$ cat src/include/bbs_pkg.sv
package bbs_pkg;
   // temperatures in degrees F
   localparam logic [7:0] TEMP_SOUP = 8'd185;
   localparam logic [7:0] TEMP_TEA = 8'd170;
   localparam logic [7:0] TEMP_COCOA_PRE = 8'd150;
   localparam logic [7:0] TEMP_WARM = 8'd90;
   localparam logic [7:0] TEMP_POD = 8'd185;
   localparam logic [7:0] TEMP_CUST_MIN = 8'd90;
   localparam logic [7:0] TEMP_CUST_MAX = 8'd185;
   localparam logic [7:0] TEMP_CUST_STEP = 8'd5;
   // durations in seconds
   localparam logic [7:0] VALVE_DELAY_S = 8'd8;
   localparam logic [7:0] PURGE_S = 8'd8;
   localparam logic [7:0] BOOST_S = 8'd2;
   localparam logic [7:0] RELIEF_S = 8'd30;
   localparam logic [7:0] INJECT_S = 8'd1;
   // brew seconds per ounce of serving
   localparam logic [7:0] SEC_PER_OZ = 8'd6;
   // clock and one-second tick
   localparam int CLK_HZ = 40_000_000;
   localparam int TICK_CYC = CLK_HZ;
   localparam logic [25:0] TICK_LAST = 26'(TICK_CYC - 1);
   // preset codes
   typedef enum logic [2:0] {
      BBS_P_SOUP = 3'b000,
      BBS_P_TEA = 3'b001,
      BBS_P_COCOA = 3'b010,
      BBS_P_WARM = 3'b011,
      BBS_P_POD = 3'b100,
      BBS_P_CUSTOM = 3'b101
   } bbs_preset_e;
   // display screens
   typedef enum logic [2:0] {
      BBS_D_HOME = 3'b000,
      BBS_D_SIZE = 3'b001,
      BBS_D_HEAT = 3'b010,
      BBS_D_READY = 3'b011,
      BBS_D_BREW = 3'b100,
      BBS_D_DONE = 3'b101
   } bbs_disp_e;
   // diagnostic heat names
   typedef enum logic [1:0] {
      BBS_H_OFF = 2'b00,
      BBS_H_LOW = 2'b01,
      BBS_H_TURBO = 2'b10
   } bbs_heat_e;
endpackage

$ cat src/rtl/bbs_tick.sv
`timescale 1ns/1ps
// one-second timebase; restarts on clear so intervals start aligned
module bbs_tick
   import bbs_pkg::*;
(
   // clock and control
   input wire logic clk_sys,
   input wire logic rst,
   input wire logic ce,
   input wire logic clr,
   // output
   output logic tick
);
   typedef struct packed {
      logic [25:0] cnt;
   } bbs_tick_s;
   bbs_tick_s st_reg, st_next;

   // free counter, cleared at each phase change
   always_comb begin
      st_next = st_reg;
      if (clr || st_reg.cnt == TICK_LAST) begin
         st_next.cnt = '0;
      end else begin
         st_next.cnt = st_reg.cnt + 26'd1;
      end
   end

   always_ff @(posedge clk_sys) begin
      if (rst) begin
         st_reg <= '0;
      end else if (ce) begin
         st_reg <= st_next;
      end
   end

   // no path from clr to tick: clr comes from the sequencer's next state,
   // which itself depends on tick, so gating here would close a loop
   assign tick = ce && st_reg.cnt == TICK_LAST;
endmodule

$ cat src/rtl/bbs_sequencer.sv
`timescale 1ns/1ps
// hot-water tank and pod brew sequencer
module bbs_sequencer
   import bbs_pkg::*;
(
   // clock and reset
   input wire logic clk_sys,
   input wire logic rst,
   input wire logic ce,
   // user controls, one-cycle pulses except levels noted
   input wire logic hw_button,
   input wire logic [2:0] preset_sel,
   input wire logic preset_go,
   input wire logic cust_up,
   input wire logic cust_down,
   input wire logic module_installed,
   input wire logic bev_cocoa,
   input wire logic bev_go,
   input wire logic [3:0] size_oz,
   input wire logic size_go,
   input wire logic knob_release,
   input wire logic cancel,
   // appliance state, levels
   input wire logic sabbath_mode,
   input wire logic demo_mode,
   input wire logic service_mode,
   input wire logic compressor_on,
   input wire logic icemaker_on,
   input wire logic defrost_on,
   input wire logic [7:0] water_temp,
   // display
   output logic [2:0] screen,
   output logic slow_notice,
   output logic [1:0] heat_diag,
   output logic [7:0] target_temp,
   // actuators
   output logic supply_relay,
   output logic bypass_relay,
   output logic vent_valves,
   output logic air_pump,
   output logic pump_boost,
   output logic nozzle_down,
   output logic iso_valve,
   output logic brew_valve,
   output logic outlet_valve
);
   typedef enum logic [3:0] {
      S_IDLE = 4'b0000,
      S_MENU = 4'b0001,
      S_SIZE = 4'b0010,
      S_HEAT = 4'b0011,
      S_READY = 4'b0100,
      S_PRIME = 4'b0101,
      S_FLOW = 4'b0110,
      S_PURGE = 4'b0111,
      S_RELIEF = 4'b1000,
      S_WHEAT = 4'b1001
   } bbs_state_e;

   typedef struct packed {
      bbs_state_e state;
      logic [7:0] secs;
      logic [7:0] brew_len;
      logic [7:0] cust;
      logic [7:0] target;
      logic cocoa;
      logic bev_ok;
      logic [2:0] screen;
      logic slow;
      logic [1:0] heat;
      logic supply;
      logic bypass;
      logic vents;
      logic pump;
      logic boost;
      logic nozzle;
      logic iso;
      logic brew;
      logic outlet;
   } bbs_seq_s;

   bbs_seq_s st_reg, st_next;
   logic tick;
   logic phase_clr;
   logic blocked;
   logic low_pwr;

   // target for a fixed preset
   function automatic logic [7:0] preset_temp(input logic [2:0] p,
                                              input logic [7:0] c);
      case (p)
         BBS_P_SOUP: preset_temp = TEMP_SOUP;
         BBS_P_TEA: preset_temp = TEMP_TEA;
         BBS_P_COCOA: preset_temp = TEMP_COCOA_PRE;
         BBS_P_WARM: preset_temp = TEMP_WARM;
         BBS_P_POD: preset_temp = TEMP_POD;
         default: preset_temp = c;
      endcase
   endfunction

   // valid serving size
   function automatic logic size_ok(input logic [3:0] oz);
      size_ok = (oz == 4'd6) || (oz == 4'd8) || (oz == 4'd10);
   endfunction

   bbs_tick u_tick (
      .clk_sys(clk_sys),
      .rst(rst),
      .ce(ce),
      .clr(phase_clr),
      .tick(tick)
   );

   assign blocked = sabbath_mode || demo_mode || service_mode;
   assign low_pwr = compressor_on || icemaker_on || defrost_on;
   assign phase_clr = st_next.state != st_reg.state;

   // sequence and actuator state
   always_comb begin
      st_next = st_reg;
      if (tick) begin
         st_next.secs = st_reg.secs + 8'd1;
      end
      if (st_next.state != st_reg.state) begin
         st_next.secs = '0;
      end
      // custom temperature stays on the 5 degree grid
      if (cust_up && st_reg.cust <= TEMP_CUST_MAX - TEMP_CUST_STEP) begin
         st_next.cust = st_reg.cust + TEMP_CUST_STEP;
      end else if (cust_down &&
                   st_reg.cust >= TEMP_CUST_MIN + TEMP_CUST_STEP) begin
         st_next.cust = st_reg.cust - TEMP_CUST_STEP;
      end
      case (st_reg.state)
         S_IDLE: begin
            if (module_installed) begin
               st_next.state = S_SIZE;
               st_next.bev_ok = 1'b0;
            end else if (hw_button) begin
               st_next.state = S_MENU;
            end
         end
         S_MENU: begin
            if (module_installed || (preset_go && preset_sel == BBS_P_POD)) begin
               st_next.state = S_SIZE;
               st_next.bev_ok = 1'b0;
            end else if (preset_go) begin
               st_next.target = preset_temp(preset_sel, st_reg.cust);
               st_next.state = S_WHEAT;
            end
         end
         S_SIZE: begin
            if (bev_go) begin
               st_next.cocoa = bev_cocoa;
               st_next.bev_ok = 1'b1;
            end
            // both beverage and size needed before heating
            if (size_go && size_ok(size_oz) && (st_reg.bev_ok || bev_go)) begin
               st_next.state = S_HEAT;
               st_next.target = TEMP_POD;
               st_next.brew_len = 8'(size_oz * SEC_PER_OZ);
            end
         end
         S_HEAT, S_WHEAT: begin
            if (water_temp >= st_reg.target) begin
               st_next.state = (st_reg.state == S_HEAT) ? S_READY : S_IDLE;
            end
         end
         S_READY: begin
            if (knob_release) begin
               st_next.state = S_PRIME;
            end
         end
         S_PRIME: begin
            if (tick && st_reg.secs == VALVE_DELAY_S - 8'd1) begin
               st_next.state = S_FLOW;
            end
         end
         S_FLOW: begin
            if (tick && st_reg.secs == st_reg.brew_len - 8'd1) begin
               st_next.state = S_PURGE;
            end
         end
         S_PURGE: begin
            if (tick && st_reg.secs == PURGE_S - 8'd1) begin
               st_next.state = S_RELIEF;
            end
         end
         S_RELIEF: begin
            if (tick && st_reg.secs == RELIEF_S - 8'd1) begin
               st_next.state = S_IDLE;
            end
         end
         default: st_next.state = S_IDLE;
      endcase
      // cancel or a blocking mode abandons any hot-water activity
      if (blocked || (cancel && st_reg.state != S_IDLE)) begin
         st_next.state = S_IDLE;
      end
      if (st_next.state != st_reg.state) begin
         st_next.secs = '0;
      end
      // actuators follow the next state so they line up with it
      st_next.supply = 1'b0;
      st_next.bypass = 1'b0;
      st_next.slow = 1'b0;
      st_next.heat = BBS_H_OFF;
      st_next.vents = 1'b0;
      st_next.pump = 1'b0;
      st_next.boost = 1'b0;
      st_next.nozzle = 1'b0;
      st_next.iso = 1'b0;
      st_next.brew = 1'b0;
      st_next.outlet = 1'b0;
      st_next.screen = BBS_D_HOME;
      case (st_next.state)
         S_SIZE: st_next.screen = BBS_D_SIZE;
         S_HEAT, S_WHEAT: begin
            st_next.screen = BBS_D_HEAT;
            st_next.vents = st_next.state == S_HEAT;
            st_next.supply = 1'b1;
            st_next.bypass = !low_pwr;
            st_next.slow = low_pwr;
            st_next.heat = low_pwr ? BBS_H_LOW : BBS_H_TURBO;
         end
         S_READY: begin
            st_next.screen = BBS_D_READY;
            st_next.vents = 1'b1;
         end
         S_PRIME: begin
            st_next.screen = BBS_D_BREW;
            st_next.pump = 1'b1;
            st_next.nozzle = 1'b1;
            st_next.iso = 1'b1;
         end
         S_FLOW: begin
            st_next.screen = BBS_D_BREW;
            st_next.pump = 1'b1;
            st_next.nozzle = 1'b1;
            st_next.iso = 1'b1;
            st_next.brew = 1'b1;
            // cocoa air shot around the dispense midpoint
            st_next.outlet = st_reg.cocoa &&
               st_next.secs >= (st_reg.brew_len >> 1) &&
               st_next.secs < (st_reg.brew_len >> 1) + INJECT_S;
         end
         S_PURGE: begin
            st_next.screen = BBS_D_BREW;
            st_next.pump = 1'b1;
            st_next.nozzle = 1'b1;
            st_next.outlet = 1'b1;
            st_next.boost = st_reg.cocoa &&
               st_next.secs >= PURGE_S - BOOST_S;
         end
         S_RELIEF: begin
            st_next.screen = BBS_D_DONE;
            st_next.vents = 1'b1;
            st_next.outlet = 1'b1;
         end
         default: st_next.screen = BBS_D_HOME;
      endcase
   end

   // one register for all state; ce freezes everything
   always_ff @(posedge clk_sys) begin
      if (rst) begin
         st_reg <= '0;
         st_reg.state <= S_IDLE;
         st_reg.cust <= TEMP_CUST_MIN;
         st_reg.target <= TEMP_WARM;
      end else if (ce) begin
         st_reg <= st_next;
      end
   end

   assign screen = st_reg.screen;
   assign slow_notice = st_reg.slow;
   assign heat_diag = st_reg.heat;
   assign target_temp = st_reg.target;
   assign supply_relay = st_reg.supply;
   assign bypass_relay = st_reg.bypass;
   assign vent_valves = st_reg.vents;
   assign air_pump = st_reg.pump;
   assign pump_boost = st_reg.boost;
   assign nozzle_down = st_reg.nozzle;
   assign iso_valve = st_reg.iso;
   assign brew_valve = st_reg.brew;
   assign outlet_valve = st_reg.outlet;

   // checks
   a_bypass_full_power: assert property (@(posedge clk_sys)
      disable iff (rst)
      bypass_relay |-> supply_relay && heat_diag == BBS_H_TURBO)
      else $error("bypass closed without turbo heating");
   a_slow_notice_low: assert property (@(posedge clk_sys)
      disable iff (rst) slow_notice == (heat_diag == BBS_H_LOW))
      else $error("slow notice mismatch");
   a_brew_needs_pump: assert property (@(posedge clk_sys)
      disable iff (rst) brew_valve |-> air_pump && iso_valve && nozzle_down)
      else $error("brew valve open without pump");
   a_purge_outlet_open: assert property (@(posedge clk_sys)
      disable iff (rst)
      (air_pump && !iso_valve && st_reg.state == S_PURGE) |-> outlet_valve)
      else $error("purge without outlet");
   a_boost_cocoa_only: assert property (@(posedge clk_sys)
      disable iff (rst) pump_boost |-> st_reg.cocoa && air_pump && !brew_valve)
      else $error("boost outside cocoa purge");
   a_cust_on_grid: assert property (@(posedge clk_sys)
      disable iff (rst)
      st_reg.cust >= TEMP_CUST_MIN && st_reg.cust <= TEMP_CUST_MAX &&
      (st_reg.cust - TEMP_CUST_MIN) % TEMP_CUST_STEP == 8'h00)
      else $error("custom temp off the 5 degree grid");
   a_blocked_idle: assert property (@(posedge clk_sys)
      disable iff (rst)
      (ce && blocked) |=> st_reg.state == S_IDLE && !supply_relay)
      else $error("active in blocked mode");
   a_knob_starts_brew: assert property (@(posedge clk_sys)
      disable iff (rst)
      (ce && st_reg.state == S_READY && knob_release && !blocked && !cancel)
      |=> air_pump && screen == BBS_D_BREW && !vent_valves)
      else $error("brew did not start");
   a_relief_valves: assert property (@(posedge clk_sys)
      disable iff (rst)
      screen == BBS_D_DONE |-> vent_valves && outlet_valve && !air_pump)
      else $error("relief valves not open");
   a_idle_rest: assert property (@(posedge clk_sys)
      disable iff (rst)
      st_reg.state == S_IDLE |-> !(air_pump || vent_valves || outlet_valve
      || iso_valve || brew_valve || supply_relay))
      else $error("actuator active in idle");
endmodule

$ cat config.mk
export PLATFORM = sky130hd
export DESIGN_NAME = bbs_sequencer
export DESIGN_NICKNAME = d
export VERILOG_FILES = /design/src/include/bbs_pkg.sv /design/src/rtl/bbs_tick.sv /design/src/rtl/bbs_sequencer.sv
export SDC_FILE = /design/constraint.sdc
export NUM_CORES = 1
export LEC_CHECK = 0
export BUFFER_PORTS_ARGS = -buffer_cell sky130_fd_sc_hd__buf_2
export CORE_MARGIN = 2
export CORE_UTILIZATION = 23
export CTS_CLUSTER_DIAMETER = 80
export DETAILED_ROUTE_END_ITERATION = 8
export GPL_TIMING_DRIVEN = 1
export PLACE_DENSITY = 0.41
export REMOVE_ABC_BUFFERS = 1
export SLEW_MARGIN = 10
export SYNTH_ARGS = -nofsm -noshare
export SYNTH_HDL_FRONTEND = slang
export SYNTH_SLANG_ARGS = --single-unit
$ cat constraint.sdc
create_clock -name clk_sys -period 11.95 [get_ports clk_sys]
set_input_delay 1.195 -clock clk_sys [delete_from_list [all_inputs] [get_ports clk_sys]]
set_output_delay 1.195 -clock clk_sys [all_outputs]
set_load 0.005 [all_outputs]
==> out/qor.yml <==
synthesis:
  ys_types: 76
  ys_async_sr_fraction: 0
  synth_area_um2: 5520
  synth_seq_cells: 74
  yosysWarnings: 0
  synth_edf_count: 0
  syn_avg_cell_area_um2: 8.21
  ys.flop_type: "dfxtp_1"
  ys_seq_area_frac: 0.268
  synthCells: 673
global_routing:
  first_global_vias: 4675
  grt_max_degree: 59
  antenna_found_initial: 0
  grt_pass1_wl_mm: 25.2
  grt_usage: 0.123
  overflow: 0
floorplan:
  die-height_um: 159
  coreArea_um2: 23500
  initial_core_util: 0.235
  io_pins: 57
  dieArea_um2: 25300
  fp.dieW_um: 159
  rows: 56
final_layout:
  drive_gt1_frac: 0.156
  post-route-util: 0.265
  largest_reg_flops: 28
  diodes: 0
  final_nets: 766
  syn_to_final_growth_pct: 12.8
drt:
  avgRoutedWirePerCell_um: 15.0
  vias: 4687
  postRouteAntennaNets: 0
  avgViaCountPerCell: 4.63
  drc: 0
  dr.pass1.iters: 4
  drt_iter0_drc: 228
  drt_wl_total_mm: 15.2
cts:
  postCtsSetupBuffers: 0
  cts_hold_buf: 0
  clk_pin_slew_ns: 0.06
  htreeDepth: 3
  clkLatencyLatePin_ns: 0.35
  clockRootBuffer: "clkbuf_16"
  ctsResizeCount: 0
  cts.sink_count: 74
  cts_tree: "yes"
  clockBufferDepth: 2
  cts_buffers: 9
critical_path:
  r2r_start: "st_reg[34]$_SDFFE_PP0P_"
  r2r.worst_path.cells: 18
  cp_top_family: "compound AO/OA/AOI/OAI gates"
  r2r_end: "outlet_valve$_SDFFE_PP0P_"
  crit_path_max_incr_delay_ns: 1.13
  cp.buffers_inverters: 2
  crit_slowest_cell: "nor4_1"
  worst_setup_path_start_kind: "primary input"
  critPathRequiredTime_ns: 12.18
  crit_type: "primary input to flip-flop"
  worstPathArrival_ns: 5.61
  rrSetupSlack_ns: 7.04
  crit_chain: "buf_2 > clkinv_1 > nor4_1 > nor2_1 > a211oi_1 > ha_1 > a21boi_0 > o21a_1 > o21a_1 > o21ai_0 > nand2b_1 > a21oi_1 > o21ai_0 > a31o_1"
  cp_max_fo: 30
  worst_setup_path_end_kind: "flip-flop"
timing:
  rsz0062_at_grt: "false"
  hold_viol_final: 0
  maxSlewViolCount: 0
  finalCritPeriodShare: 0.450
  setup_tns_ns: 0
  clock_skew_ns: 0.00889
  fmax_mhz: 186
  setup_viol: 0
  min_period_ns: 5.37
  worst_pin_slew_ns: 1.09
  max-slew-margin-rel: 0.264
min_path:
  worstHoldStart: "supply_relay$_SDFFE_PP0P_"
  min_delay_worst_endpoint: "supply_relay$_SDFFE_PP0P_"
  hold_class: "flip-flop to flip-flop"
  hold_path_depth: 2
placed_design:
  place_hpwl_mm: 11.1
  gp_congestion: 0.779
  portBuffers: 56
run:
  maxCapViolCount: 0
power:
  power_mw: 0.648
  p_leak_nw: 2.40
  power.density_nw_per_um2: 104
  ir_drop_uv: 60.4
status:
  outcome: "complete, no violations"
[cell families after synthesis]
kind of cell | count (synthesis) | synth area share
AND/OR/NAND/NOR | 280 | 0.287
AO/OA/AOI/OAI | 127 | 0.164
buffers and inverters | 83 | 0.0718
flip-flops | 74 | 0.268
XOR/XNOR | 51 | 0.0822
adder cells (fa/ha/maj) | 43 | 0.100
multiplexers | 15 | 0.0272
[worst max-delay path by stage]
stage | cells past startpoint | to | startpoint
finish | 14 | outlet_valve$_SDFFE_PP0P_ | ce
global route | 14 | outlet_valve$_SDFFE_PP0P_ | ce
CTS | 14 | outlet_valve$_SDFFE_PP0P_ | ce
detailed placement | 14 | outlet_valve$_SDFFE_PP0P_ | ce
global placement | 14 | outlet_valve$_SDFFE_PP0P_ | ce
floorplan | 17 | outlet_valve$_SDFFE_PP0P_ | water_temp[3]
[Yosys cell counts, drive strengths merged (8+ instances only)]
library cell  count  area share
xnor2            29       0.047
o21ai            22       0.020
nand2b            8      0.0091
clkbuf           24       0.016
mux2i            15       0.027
nand2            53       0.036
xor2             22       0.035
nor3             41       0.054
dfxtp            74        0.27
and3              9       0.010
inv              30       0.020
nand4            15       0.018
nand3            22       0.020
nor4              8       0.012
and2              8      0.0091
ha               41       0.093
a21oi            32       0.030
or3              10       0.011
buf              28       0.034
nor2             65       0.044
[where the power goes]
| group | internal (mW) | switching, mW |
|---|---|---|
| Sequential | 0.254 | 0.0110 |
| Clock | 0.168 | 0.111 |
| Combinational | 0.0453 | 0.0585 |
| Total | 0.467 | 0.181 |
[metrics by stage]
step / setup WS [ns] / area, um2 / instances / hold slack, ns
after floorplan: 7.22 / 5240 / 621 / 0.439
after global placement: 6.35 / 5930 / 997 / 0.428
after detailed placement: 6.21 / 5930 / 997 / 0.434
after CTS: 6.56 / 6230 / 1013 / 0.443
after global routing: 6.00 / 6230 / 1013 / 0.476
final: 6.58 / 6230 / 1013 / 0.440
[routing by layer]
metal | vias up | wire length [um] | track usage
li1 | 2423 | - | -
met1 | 2186 | 7920 | 0.172
met2 | 68 | 6600 | 0.191
met3 | 10 | 510 | 0.0276
met4 | 0 | 150 | 0.0339
met5 | - | 0 | 0
[final cells by class]
cell class              instances  area, um2
inverters                      31        116
clock inverters                 4       51.3
flip-flops and latches         74       1480
multi-input cells             516       3640
repair buffers                 57        288
clock buffers                  12        246
fillers                      2657      17300
well taps                     319        399
[placed cells by master (no fill, tap or decap), drive strengths merged, types with 22 or more instances in the layout]
cell type and count:
dfxtp 74, nor2 65, buf 57, nand2 53, ha 41, nor3 41
a21oi 32, inv 30, xnor2 29, nand3 22, xor2 22, o21ai 22
[tightest hold or removal path: stages, from the launching register on]
cell	delay, ns
dfxtp_1	0.30
nand2_1	0.05
nand2_1	0.04
No activity file was read; power rests on OpenSTA's default activity.
